File: src/hdl/asp_pkg.sv
// package: register map, field positions and constants of the async serial port
package asp_pkg;
	localparam logic [7:0] ADDR_DATA      = 8'h00;
	localparam logic [7:0] ADDR_CTRL_STAT = 8'h04;
	localparam logic [7:0] ADDR_FORMAT    = 8'h08;
	localparam logic [7:0] ADDR_BAUD_CTRL = 8'h0C;
	localparam logic [7:0] ADDR_RELOAD_HI = 8'h10;
	localparam logic [7:0] ADDR_RELOAD_LO = 8'h14;
	// serial_control_status bits
	localparam int CS_RI   = 0;
	localparam int CS_TI   = 1;
	localparam int CS_REN  = 4;
	localparam int CS_OVR  = 7;
	localparam int CS_PERR = 6;
	// serial_frame_format bits
	localparam int FF_SBL  = 0;
	localparam int FF_DLS  = 1;
	localparam int FF_XBE  = 3;
	localparam int FF_PS   = 4;
	localparam int FF_PE   = 6;
	// baud_gen_control bits
	localparam int BC_PS   = 0;
	localparam int BC_EN   = 6;
	localparam int BC_SRC  = 5;
	localparam logic [7:0] FORMAT_RESET = 8'h0C;
	localparam logic [7:0] BAUD_RESET   = 8'h00;
	localparam int RX_DEPTH   = 3;
	localparam int OVERSAMPLE = 16;
	typedef enum logic [1:0] {
		ASP_PAR_ODD   = 2'b00,
		ASP_PAR_EVEN  = 2'b01,
		ASP_PAR_MARK  = 2'b10,
		ASP_PAR_SPACE = 2'b11
	} asp_parity_t;
	typedef enum logic [2:0] {
		ASP_IDLE   = 3'b000,
		ASP_START  = 3'b001,
		ASP_DATA   = 3'b010,
		ASP_EXTRA  = 3'b011,
		ASP_STOP   = 3'b100
	} asp_state_t;
endpackage

File: src/hdl/asp_baud_gen.sv
// baud generator: prescaler and 16-bit up-counting reload timer
module asp_baud_gen
	import asp_pkg::*;
(
	input  wire logic        clk,
	input  wire logic        rst_n,
	input  wire logic        enable,
	input  wire logic [1:0]  prescale_sel,
	input  wire logic [15:0] reload,
	output logic             tick
);
	logic [5:0]  pre_reg;
	logic [15:0] timer_reg;
	logic [5:0]  pre_limit;
	logic        pre_tick;
	logic        wrap;

	assign pre_limit = (prescale_sel == 2'd0) ? 6'd0 :
			(prescale_sel == 2'd1) ? 6'd3 :
			(prescale_sel == 2'd2) ? 6'd11 : 6'd47; // [RULE9]
	// >= so a smaller ratio picked mid-count ticks at once instead of after a roll-over
	assign pre_tick = enable && (pre_reg >= pre_limit);
	assign wrap = pre_tick && (timer_reg == 16'hFFFF);

	always_ff @(posedge clk or negedge rst_n) begin
		if (!rst_n) begin
			pre_reg   <= 6'd0;
			timer_reg <= 16'h0000;
			tick      <= 1'b0;
		end else begin
			pre_reg <= (!enable || pre_tick) ? 6'd0 : pre_reg + 6'd1; // [RULE8]
			if (!enable)
				timer_reg <= reload;
			else if (wrap)
				timer_reg <= reload; // [RULE14]
			else if (pre_tick)
				timer_reg <= timer_reg + 16'd1; // [RULE13]
			tick <= wrap; // [RULE15]
		end
	end
endmodule

File: src/hdl/asp_top.sv
// async serial port with baud generator, apb slave
// Behaviour
// [RULE1] transmitter and receiver run independently at the same time
// [RULE2] receive fifo holds three bytes; more are lost with overflow
// [RULE3] data write loads transmit register only
// [RULE4] data read returns receive fifo; transmit register never readable
// [RULE5] interrupt raised when done flags set and interrupts enabled
// [RULE6] done flags stay set until software writes them clear
// [RULE7] receive-done cannot be cleared while fifo still holds bytes
// [RULE8] baud generator is 16-bit timer from system clock via prescaler
// [RULE9] prescaler divides by 1, 4, 12 or 48
// [RULE10] baud control holds enable, clock source and prescaler select
// [RULE11] serial port idle unless baud generator enabled
// [RULE12] reload value formed from high and low reload registers
// [RULE13] timer increments each prescaled tick from reload
// [RULE14] timer reloads on wrap from all ones to zero
// [RULE15] bit rate is clock over (65536-reload), two and prescaler
// [RULE16] software keeps bit rate at or below clock over sixteen
// [RULE17] frame: low start, 5-8 data lsb first, parity/extra, 1-2 stops
// [RULE18] transmit starts on data write; done flag set at stop start
// [RULE19] parity even/odd/mark/space; no extra with parity; two stops for 6-8
// [RULE20] byte arriving with full fifo is dropped and overflow set
//
// Design decisions made here: the placing of the registers and register access over APB.
module asp_top
	import asp_pkg::*;
(
	input  wire logic        clk,
	input  wire logic        rst_n,
	input  wire logic        psel,
	input  wire logic        penable,
	input  wire logic        pwrite,
	input  wire logic [7:0]  paddr,
	input  wire logic [31:0] pwdata,
	output logic [31:0]      prdata,
	output logic             pready,
	output logic             pslverr,
	input  wire logic        rx_in,
	output logic             tx_out,
	input  wire logic        irq_enable,
	output logic             irq
);
	import asp_pkg::*;

	////////////////////////////////////////////////////////////////////////
	// registers and bus decode
	logic [7:0] format_reg;
	logic [7:0] baud_ctrl_reg;
	logic [7:0] reload_hi_reg;
	logic [7:0] reload_lo_reg;
	logic       ti_reg;
	logic       ri_reg;
	logic       ren_reg;
	logic       ovr_reg;
	logic       perr_reg;
	logic       br_tick;
	logic [7:0] rx_fifo [RX_DEPTH];
	logic [1:0] rx_count_reg;
	logic [1:0] rx_rd_reg;
	logic [1:0] rx_wr_reg;

	wire access     = psel && penable;
	wire wr         = access && pwrite;
	wire rd         = access && !pwrite;
	wire hit_data   = (paddr == ADDR_DATA);
	wire hit_cs     = (paddr == ADDR_CTRL_STAT);
	wire hit_fmt    = (paddr == ADDR_FORMAT);
	wire hit_baud   = (paddr == ADDR_BAUD_CTRL);
	wire hit_hi     = (paddr == ADDR_RELOAD_HI);
	wire hit_lo     = (paddr == ADDR_RELOAD_LO);
	// anything else answers with pslverr and ignores writes
	wire mapped     = hit_data | hit_cs | hit_fmt | hit_baud | hit_hi | hit_lo;
	wire wr_data    = wr && hit_data; // [RULE3]
	// a read of an empty fifo pops nothing
	wire rd_data    = rd && hit_data && (rx_count_reg != 2'd0);
	wire wr_cs      = wr && hit_cs;
	wire brg_en     = baud_ctrl_reg[BC_EN]; // [RULE10]
	wire [15:0] reload = {reload_hi_reg, reload_lo_reg}; // [RULE12]

	// frame format decode; extra bit suppressed with parity, 2 stops need 6+ bits
	wire [1:0]  dls      = format_reg[FF_DLS +: 2];
	wire [3:0]  nbits    = 4'd5 + {2'b00, dls};
	wire        par_en   = format_reg[FF_PE];
	wire        xbe      = format_reg[FF_XBE] && !par_en; // [RULE19]
	wire        two_stop = format_reg[FF_SBL] && (dls != 2'd0); // [RULE19]
	wire asp_parity_t ps = asp_parity_t'(format_reg[FF_PS +: 2]);

	function automatic logic par_bit(input logic [7:0] d, input logic [3:0] n,
			input asp_parity_t p, input logic xb);
		logic [7:0] m;
		m = d & ((8'h01 << n) - 8'h01);
		unique case (p)
			ASP_PAR_ODD:   par_bit = ~^m;
			ASP_PAR_EVEN:  par_bit = ^m;
			ASP_PAR_MARK:  par_bit = 1'b1;
			ASP_PAR_SPACE: par_bit = 1'b0;
		endcase
		if (xb)
			par_bit = d[n[2:0]];
	endfunction

	// status word: each flag in its own bit, everything else reads zero
	wire [31:0] cs_word = {24'h0, ovr_reg, perr_reg, 1'b0, ren_reg, 2'b00, ti_reg, ri_reg};
	wire [31:0] rd_mux =
		hit_data ? {24'h0, rx_fifo[rx_rd_reg]} : // [RULE4]
		hit_cs   ? cs_word :
		hit_fmt  ? {24'h0, format_reg} :
		hit_baud ? {24'h0, baud_ctrl_reg} :
		hit_hi   ? {24'h0, reload_hi_reg} :
		hit_lo   ? {24'h0, reload_lo_reg} : 32'h0;

	always_ff @(posedge clk or negedge rst_n) begin
		if (!rst_n) begin
			prdata  <= 32'h0;
			pready  <= 1'b0;
			pslverr <= 1'b0;
		end else begin
			// zero wait states: answer in the first access cycle
			pready  <= psel && !penable;
			pslverr <= psel && !penable && !mapped;
			prdata  <= (psel && !penable && !pwrite) ? rd_mux : 32'h0;
		end
	end

	always_ff @(posedge clk or negedge rst_n) begin
		if (!rst_n) begin
			format_reg    <= FORMAT_RESET;
			baud_ctrl_reg <= BAUD_RESET;
			reload_hi_reg <= 8'h00;
			reload_lo_reg <= 8'h00;
			ren_reg       <= 1'b0;
		end else if (wr && pready) begin
			if (hit_fmt)
				format_reg <= pwdata[7:0];
			// clock source bit is kept for software only; there is a single clock
			if (hit_baud)
				baud_ctrl_reg <= pwdata[7:0];
			if (hit_hi)
				reload_hi_reg <= pwdata[7:0];
			if (hit_lo)
				reload_lo_reg <= pwdata[7:0];
			if (hit_cs)
				ren_reg <= pwdata[CS_REN];
		end
	end

	asp_baud_gen u_baud (
		.clk          (clk),
		.rst_n        (rst_n),
		.enable       (brg_en),
		.prescale_sel (baud_ctrl_reg[BC_PS +: 2]),
		.reload       (reload),
		.tick         (br_tick)
	);

	////////////////////////////////////////////////////////////////////////
	// transmitter: one bit every 2*16 half-bit ticks/16 -> two ticks per bit
	asp_state_t tx_state_reg;
	logic [7:0] tx_shift_reg;
	logic [3:0] tx_cnt_reg;
	logic [4:0] tx_tick_reg;
	logic       tx_bit_end;
	logic       tx_ti_set;
	logic       tx_par_reg;

	// rate = tick/2, so a bit is two wraps; rx likewise samples on every second tick
	assign tx_bit_end = br_tick && tx_tick_reg[0];
	// done flag rises as the stop bit begins
	assign tx_ti_set  = tx_bit_end && (tx_state_reg == ASP_DATA || tx_state_reg == ASP_EXTRA)
			&& (tx_state_reg == ASP_EXTRA || (tx_cnt_reg == nbits - 4'd1 && !par_en && !xbe));

	always_ff @(posedge clk or negedge rst_n) begin
		if (!rst_n) begin
			tx_state_reg <= ASP_IDLE;
			tx_shift_reg <= 8'h00;
			tx_cnt_reg   <= 4'd0;
			tx_tick_reg  <= 5'd0;
			tx_par_reg   <= 1'b0;
			tx_out       <= 1'b1;
		end else begin
			if (br_tick)
				tx_tick_reg <= tx_tick_reg + 5'd1;
			unique case (tx_state_reg)
				ASP_IDLE: begin
					tx_out <= 1'b1;
					// writes while a frame is on the line are dropped
					if (wr_data && pready && brg_en) begin // [RULE11] [RULE18]
						tx_shift_reg <= pwdata[7:0];
						tx_par_reg   <= par_bit(pwdata[7:0], nbits, ps, xbe);
						tx_cnt_reg   <= 4'd1;
						tx_state_reg <= ASP_START;
					end
				end
				// count 1 marks a start waiting for a tick; the timer runs free,
				// so starting at once would cut the start bit short
				ASP_START: if (tx_cnt_reg != 4'd0) begin
					if (br_tick) begin
						tx_out      <= 1'b0; // [RULE17]
						tx_tick_reg <= 5'd0;
						tx_cnt_reg  <= 4'd0;
					end
				end else if (tx_bit_end) begin
					tx_out       <= tx_shift_reg[0];
					tx_shift_reg <= {1'b0, tx_shift_reg[7:1]};
					tx_cnt_reg   <= 4'd0;
					tx_state_reg <= ASP_DATA;
				end
				ASP_DATA: if (tx_bit_end) begin
					tx_cnt_reg <= tx_cnt_reg + 4'd1;
					if (tx_cnt_reg == nbits - 4'd1) begin
						tx_out       <= (par_en || xbe) ? tx_par_reg : 1'b1;
						tx_state_reg <= (par_en || xbe) ? ASP_EXTRA : ASP_STOP;
						tx_cnt_reg   <= 4'd0;
					end else begin
						tx_out       <= tx_shift_reg[0];
						tx_shift_reg <= {1'b0, tx_shift_reg[7:1]};
					end
				end
				ASP_EXTRA: if (tx_bit_end) begin
					tx_out       <= 1'b1;
					tx_cnt_reg   <= 4'd0;
					tx_state_reg <= ASP_STOP;
				end
				ASP_STOP: if (tx_bit_end) begin
					tx_cnt_reg <= tx_cnt_reg + 4'd1;
					if (tx_cnt_reg == {3'b000, two_stop})
						tx_state_reg <= ASP_IDLE;
				end
				default: tx_state_reg <= ASP_IDLE;
			endcase
			if (!brg_en)
				tx_state_reg <= ASP_IDLE;
		end
	end

	////////////////////////////////////////////////////////////////////////
	// receiver: start detect, start check on the next baud tick, then a sample every second tick
	asp_state_t rx_state_reg;
	logic [7:0] rx_shift_reg;
	logic [3:0] rx_cnt_reg;
	logic       rx_phase_reg;
	logic       rx_par_reg;
	logic       rx_sample;
	logic       rx_done;
	logic       rx_perr;

	// rx sample point: second tick of each bit after a half-bit start alignment
	assign rx_sample = br_tick && rx_phase_reg;
	assign rx_done   = rx_sample && (rx_state_reg == ASP_STOP) && rx_in;
	assign rx_perr   = par_en && (rx_par_reg != par_bit(rx_shift_reg, nbits, ps, 1'b0));

	always_ff @(posedge clk or negedge rst_n) begin
		if (!rst_n) begin
			rx_state_reg <= ASP_IDLE;
			rx_shift_reg <= 8'h00;
			rx_cnt_reg   <= 4'd0;
			rx_phase_reg <= 1'b0;
			rx_par_reg   <= 1'b0;
		end else begin
			if (br_tick)
				rx_phase_reg <= !rx_phase_reg;
			unique case (rx_state_reg)
				ASP_IDLE: if (!rx_in && ren_reg && brg_en) begin // [RULE1] [RULE11]
					rx_phase_reg <= 1'b0;
					rx_state_reg <= ASP_START;
				end
				ASP_START: if (br_tick && !rx_phase_reg) begin
					// restart the phase so each sample lands two ticks on, inside its bit
					rx_phase_reg <= 1'b0;
					rx_state_reg <= rx_in ? ASP_IDLE : ASP_DATA;
					rx_cnt_reg   <= 4'd0;
					rx_shift_reg <= 8'h00;
				end
				ASP_DATA: if (rx_sample) begin
					rx_shift_reg <= rx_shift_reg | ({7'h0, rx_in} << rx_cnt_reg[2:0]);
					rx_cnt_reg   <= rx_cnt_reg + 4'd1;
					if (rx_cnt_reg == nbits - 4'd1)
						rx_state_reg <= (par_en || xbe) ? ASP_EXTRA : ASP_STOP;
				end
				ASP_EXTRA: if (rx_sample) begin
					rx_par_reg   <= rx_in;
					rx_state_reg <= ASP_STOP;
				end
				ASP_STOP: if (rx_sample)
					rx_state_reg <= ASP_IDLE;
				default: rx_state_reg <= ASP_IDLE;
			endcase
			if (!brg_en)
				rx_state_reg <= ASP_IDLE;
		end
	end

	////////////////////////////////////////////////////////////////////////
	// receive fifo and flags
	// full at three: a fourth byte is dropped and flagged as overflow
	wire fifo_full = (rx_count_reg == 2'(RX_DEPTH));
	wire push      = rx_done && !fifo_full; // [RULE2]
	wire ri_clr    = wr_cs && pready && !pwdata[CS_RI];

	// storage needs no reset; the pointers and count decide what is valid
	always_ff @(posedge clk) begin
		if (push)
			rx_fifo[rx_wr_reg] <= rx_shift_reg;
	end

	always_ff @(posedge clk or negedge rst_n) begin
		if (!rst_n) begin
			rx_count_reg <= 2'd0;
			rx_rd_reg    <= 2'd0;
			rx_wr_reg    <= 2'd0;
		end else begin
			if (push)
				rx_wr_reg <= (rx_wr_reg == 2'(RX_DEPTH - 1)) ? 2'd0 : rx_wr_reg + 2'd1;
			if (rd_data && pready)
				rx_rd_reg <= (rx_rd_reg == 2'(RX_DEPTH - 1)) ? 2'd0 : rx_rd_reg + 2'd1;
			rx_count_reg <= rx_count_reg + {1'b0, push} - {1'b0, rd_data && pready};
		end
	end

	always_ff @(posedge clk or negedge rst_n) begin
		if (!rst_n) begin
			ti_reg   <= 1'b0;
			ri_reg   <= 1'b0;
			ovr_reg  <= 1'b0;
			perr_reg <= 1'b0;
			irq      <= 1'b0;
		end else begin
			// set wins over a coincident software clear
			if (tx_ti_set)
				ti_reg <= 1'b1; // [RULE18]
			else if (wr_cs && pready && !pwdata[CS_TI])
				ti_reg <= 1'b0; // [RULE6]
			// receive-done only clears once the fifo is empty
			if (push)
				ri_reg <= 1'b1;
			else if (ri_clr && rx_count_reg <= 2'd1 && !(rd_data && pready) && rx_count_reg == 2'd0)
				ri_reg <= 1'b0; // [RULE7]
			if (rx_done && fifo_full)
				ovr_reg <= 1'b1; // [RULE20]
			else if (wr_cs && pready && !pwdata[CS_OVR])
				ovr_reg <= 1'b0;
			if (push && rx_perr)
				perr_reg <= 1'b1; // [RULE19]
			else if (wr_cs && pready && !pwdata[CS_PERR])
				perr_reg <= 1'b0;
			// level output, one clock behind the flags
			irq <= irq_enable && (ti_reg || ri_reg); // [RULE5]
		end
	end
endmodule

File: config.mk
export PLATFORM = sky130hd
export DESIGN_NAME = asp_top
export DESIGN_NICKNAME = d
export VERILOG_FILES = /design/src/hdl/asp_pkg.sv /design/src/hdl/asp_baud_gen.sv /design/src/hdl/asp_top.sv
export SDC_FILE = /design/constraint.sdc
export NUM_CORES = 1
export LEC_CHECK = 0
export ABC_AREA = 1
export BUFFER_PORTS_ARGS = -buffer_cell sky130_fd_sc_hd__buf_4
export CORE_MARGIN = 4
export CORE_UTILIZATION = 50
export DETAILED_ROUTE_END_ITERATION = 6
export PLACE_DENSITY = 0.7
export SKIP_LAST_GASP = 1
export SLEW_MARGIN = 20
export SYNTH_ARGS = -nofsm -noshare
export SYNTH_HDL_FRONTEND = slang
export SYNTH_SLANG_ARGS = --single-unit
File: constraint.sdc
create_clock -name clk -period 2.75 [get_ports clk]
set_clock_uncertainty 0.15 [all_clocks]
set_input_delay 0.4125 -clock clk [delete_from_list [all_inputs] [get_ports clk]]
set_output_delay 0.4125 -clock clk [all_outputs]
set_load 0.01 [all_outputs]
==> flow_metrics.env <==
export IMPL_status="finished, final reports clean"
export IMPL_crit_family="simple AND/OR/NAND/NOR gates"
export IMPL_syn_cell_area_sq_um=7600
export IMPL_fin_crit_sh_pct=86.5
export IMPL_drcViolationCount=0
export IMPL_rows=44
export IMPL_multiInputGateArea_sq_um=3480
export IMPL_pre_cts_ws_ns=0.282
export IMPL_die_y_microns=131
export IMPL_seq_area_sq_um=3530
export IMPL_wl_per_cell_microns=15.2
export IMPL_fp_dieW_microns=131
export IMPL_finalPower_mw=4.45
export IMPL_maxSlewViolCount=0
export IMPL_grt_usage_pct=21.4
export IMPL_dieArea_sq_um=17200
export IMPL_globalplace_congestion=0.875
export IMPL_p_per_area_nw_per_um2=518
export IMPL_setup_viol=0
export IMPL_fin_ws_ns=0.372
export IMPL_cts_root_buf="clkbuf_16"
export IMPL_core_area_sq_um=14700
export IMPL_crit_chain="nor2_1 -> inv_1 -> ha_1 -> nand2_1 -> nor2_1 -> nand3_1 -> nand3_2 -> nor2_4 -> inv_1 -> o21ai_0 -> o21ai_0"
export IMPL_port_buffers=34
export IMPL_clkTransAtPathRegs_ns=0.06
export IMPL_area_growth_pct=13.0
export IMPL_place_hpwl_microns=12900
export IMPL_rr_startpoint="baud_ctrl_reg[1]"
export IMPL_grt_max_degree=113
export IMPL_yosysTopAreaCellShare_pct=35.9
export IMPL_setup_tns_ns=0
export IMPL_largest_reg_flops=24
export IMPL_ys_types=50
export IMPL_grt_pass1_wl_microns=30100
export IMPL_synth_ff_type="dfrtp_1"
export IMPL_cts_buffers=17
export IMPL_cap_violations=0
export IMPL_syn_avg_cell_area_sq_um=8.26
export IMPL_clock_fmax_mhz=421
export IMPL_min_delay_path_class="in -> reg"
export IMPL_hp_start="penable"
export IMPL_worstSetupEndpointType="flip-flop"
export IMPL_crit_required_ns=2.93
export IMPL_synth_edff_count=24
export IMPL_ir_drop_v=0.000440
export IMPL_layout_common_cells="nand2_1 (207), dfrtp_1 (109), inv_1 (105)"
export IMPL_postCtsHoldBufs=1
export IMPL_wirelength_microns=17800
export IMPL_cts_resized=0
export IMPL_drtIter0Drc=476
export IMPL_layout_nets=1040
export IMPL_dr_pass1_iters=5
export IMPL_critPathArrivalTime_ns=2.56
export IMPL_start_util_pct=51.7
export IMPL_post_route_min_period_ns=2.38
export IMPL_grt_pass1_vias=5983
export IMPL_worstSetupStartpoint="baud_ctrl_reg[1]"
export IMPL_async_reset_ff_share_pct=82.4
export IMPL_ys_seq_area_share_pct=46.4
export IMPL_crit_fanout=18
export IMPL_antenna_found_initial=0
export IMPL_fin_util_pct=58.4
export IMPL_cts_buffer_depth=2
export IMPL_cp_start_kind="flip-flop"
export IMPL_ys_ff_latch=136
export IMPL_cpPeakStageDelay_ns=0.45
export IMPL_cts_sinks=136
export IMPL_yosys_area_top_type="dfrtp_1"
export IMPL_worst_setup_path_type="reg -> reg"
export IMPL_syn_instance_count=921
export IMPL_io_pins=83
export IMPL_ys_warn_count=0
export IMPL_cts_tree="built"
export IMPL_ant_nets=0
export IMPL_hold_violations=0
export IMPL_synth_area_leaders="dfrtp_1 (36%), nand2_1 (10%), edfxtp_1 (9.5%), o21ai_0 (5.4%), inv_1 (5.2%)"
export IMPL_post_cts_buffers=0
export IMPL_fill_cells=1322
export IMPL_drive_above_1_share_pct=12.8
export IMPL_power_leakage_nw=4.12
export IMPL_antenna_cells=0
export IMPL_rsz0062_at_grt="false"
export IMPL_worst_pin_slew_ns=0.639
export IMPL_cp_slowest_cell="dfrtp_1"
export IMPL_overflow=0
export IMPL_vias=6252
export IMPL_vias_per_cell=5.36
export IMPL_clkLatencyLatePin_ns=0.42
export IMPL_cp_num_buf_inv=2
export IMPL_max_slew_margin_rel_pct=57.4
export IMPL_layout_commonest_cell="nand2_1"
export IMPL_ctsHtreeMaxLevel=4
per-stage QoR:
step	hold WS [ns]	instance area, sq um	cells
finish	0.0191	8590	1167
global route	0.0104	8590	1167
detailed placement	0.313	8010	1134
CTS	0.00635	8590	1167
floorplan	-0.0331	7690	944
global placement	0.312	8010	1134
cells by family after synthesis:
kind of cell	Yosys count	synth area share [%]
xor+xnor	31	3.57
fa+ha+maj	23	3.78
buf+inv	149	8.95
simple gates	381	22.5
compound gates	200	14.8
other cells	1	0.0493
flops	136	46.4
where the power goes:
| part | internal, mW | total, mW | leakage, nW | switching (mW) |
|---|---|---|---|---|
| clock network | 1.35 | 2.21 | 0.280 | 0.861 |
| logic | 0.0521 | 0.171 | 2.08 | 0.119 |
| registers | 2.06 | 2.06 | 1.76 | 0.00861 |
| total | 3.46 | 4.45 | 4.12 | 0.989 |
layout make-up:
cell class	instances	area share, %
clock inverter	12	1.47
tap	184	2.68
timing repair buffer	47	4.28
clock buffer	20	5.20
sequential	136	41.1
inverter	109	4.76
multi-input combinational	659	40.5
synthesized netlist by cell type (10+ instances only):
cell and instances:
xor2_1 17, ha_1 23, inv_1 105, buf_2 10, nand3_1 44, edfxtp_1 24
buf_4 24, o21ai_0 82, o22ai_1 11, a21oi_1 49, o21ai_1 21, nand4_1 10
nand2_1 207, nor2_1 76, dfrtp_1 109, xnor2_1 14
routing by layer:
metal  GRT usage [%]  wire length (microns)
met4            6.77                    347
met5               0                      0
met1            30.8                   8260
met2            32.5                   7940
met3            4.82                   1230
worst paths after layout:
path,to,slack (ns),cells past startpoint
worst max-delay path,u_baud.timer_reg[3],0.37,11
worst min-delay path,pready,0.02,2
worst max register to register,u_baud.timer_reg[3],0.37,11
worst min register to register,tx_shift_reg[7],0.32,2
max in group asynchronous,irq,1.50,3
min in group asynchronous,u_baud.timer_reg[7],0.42,3
Note: power is estimated with default switching activity, not from simulation.
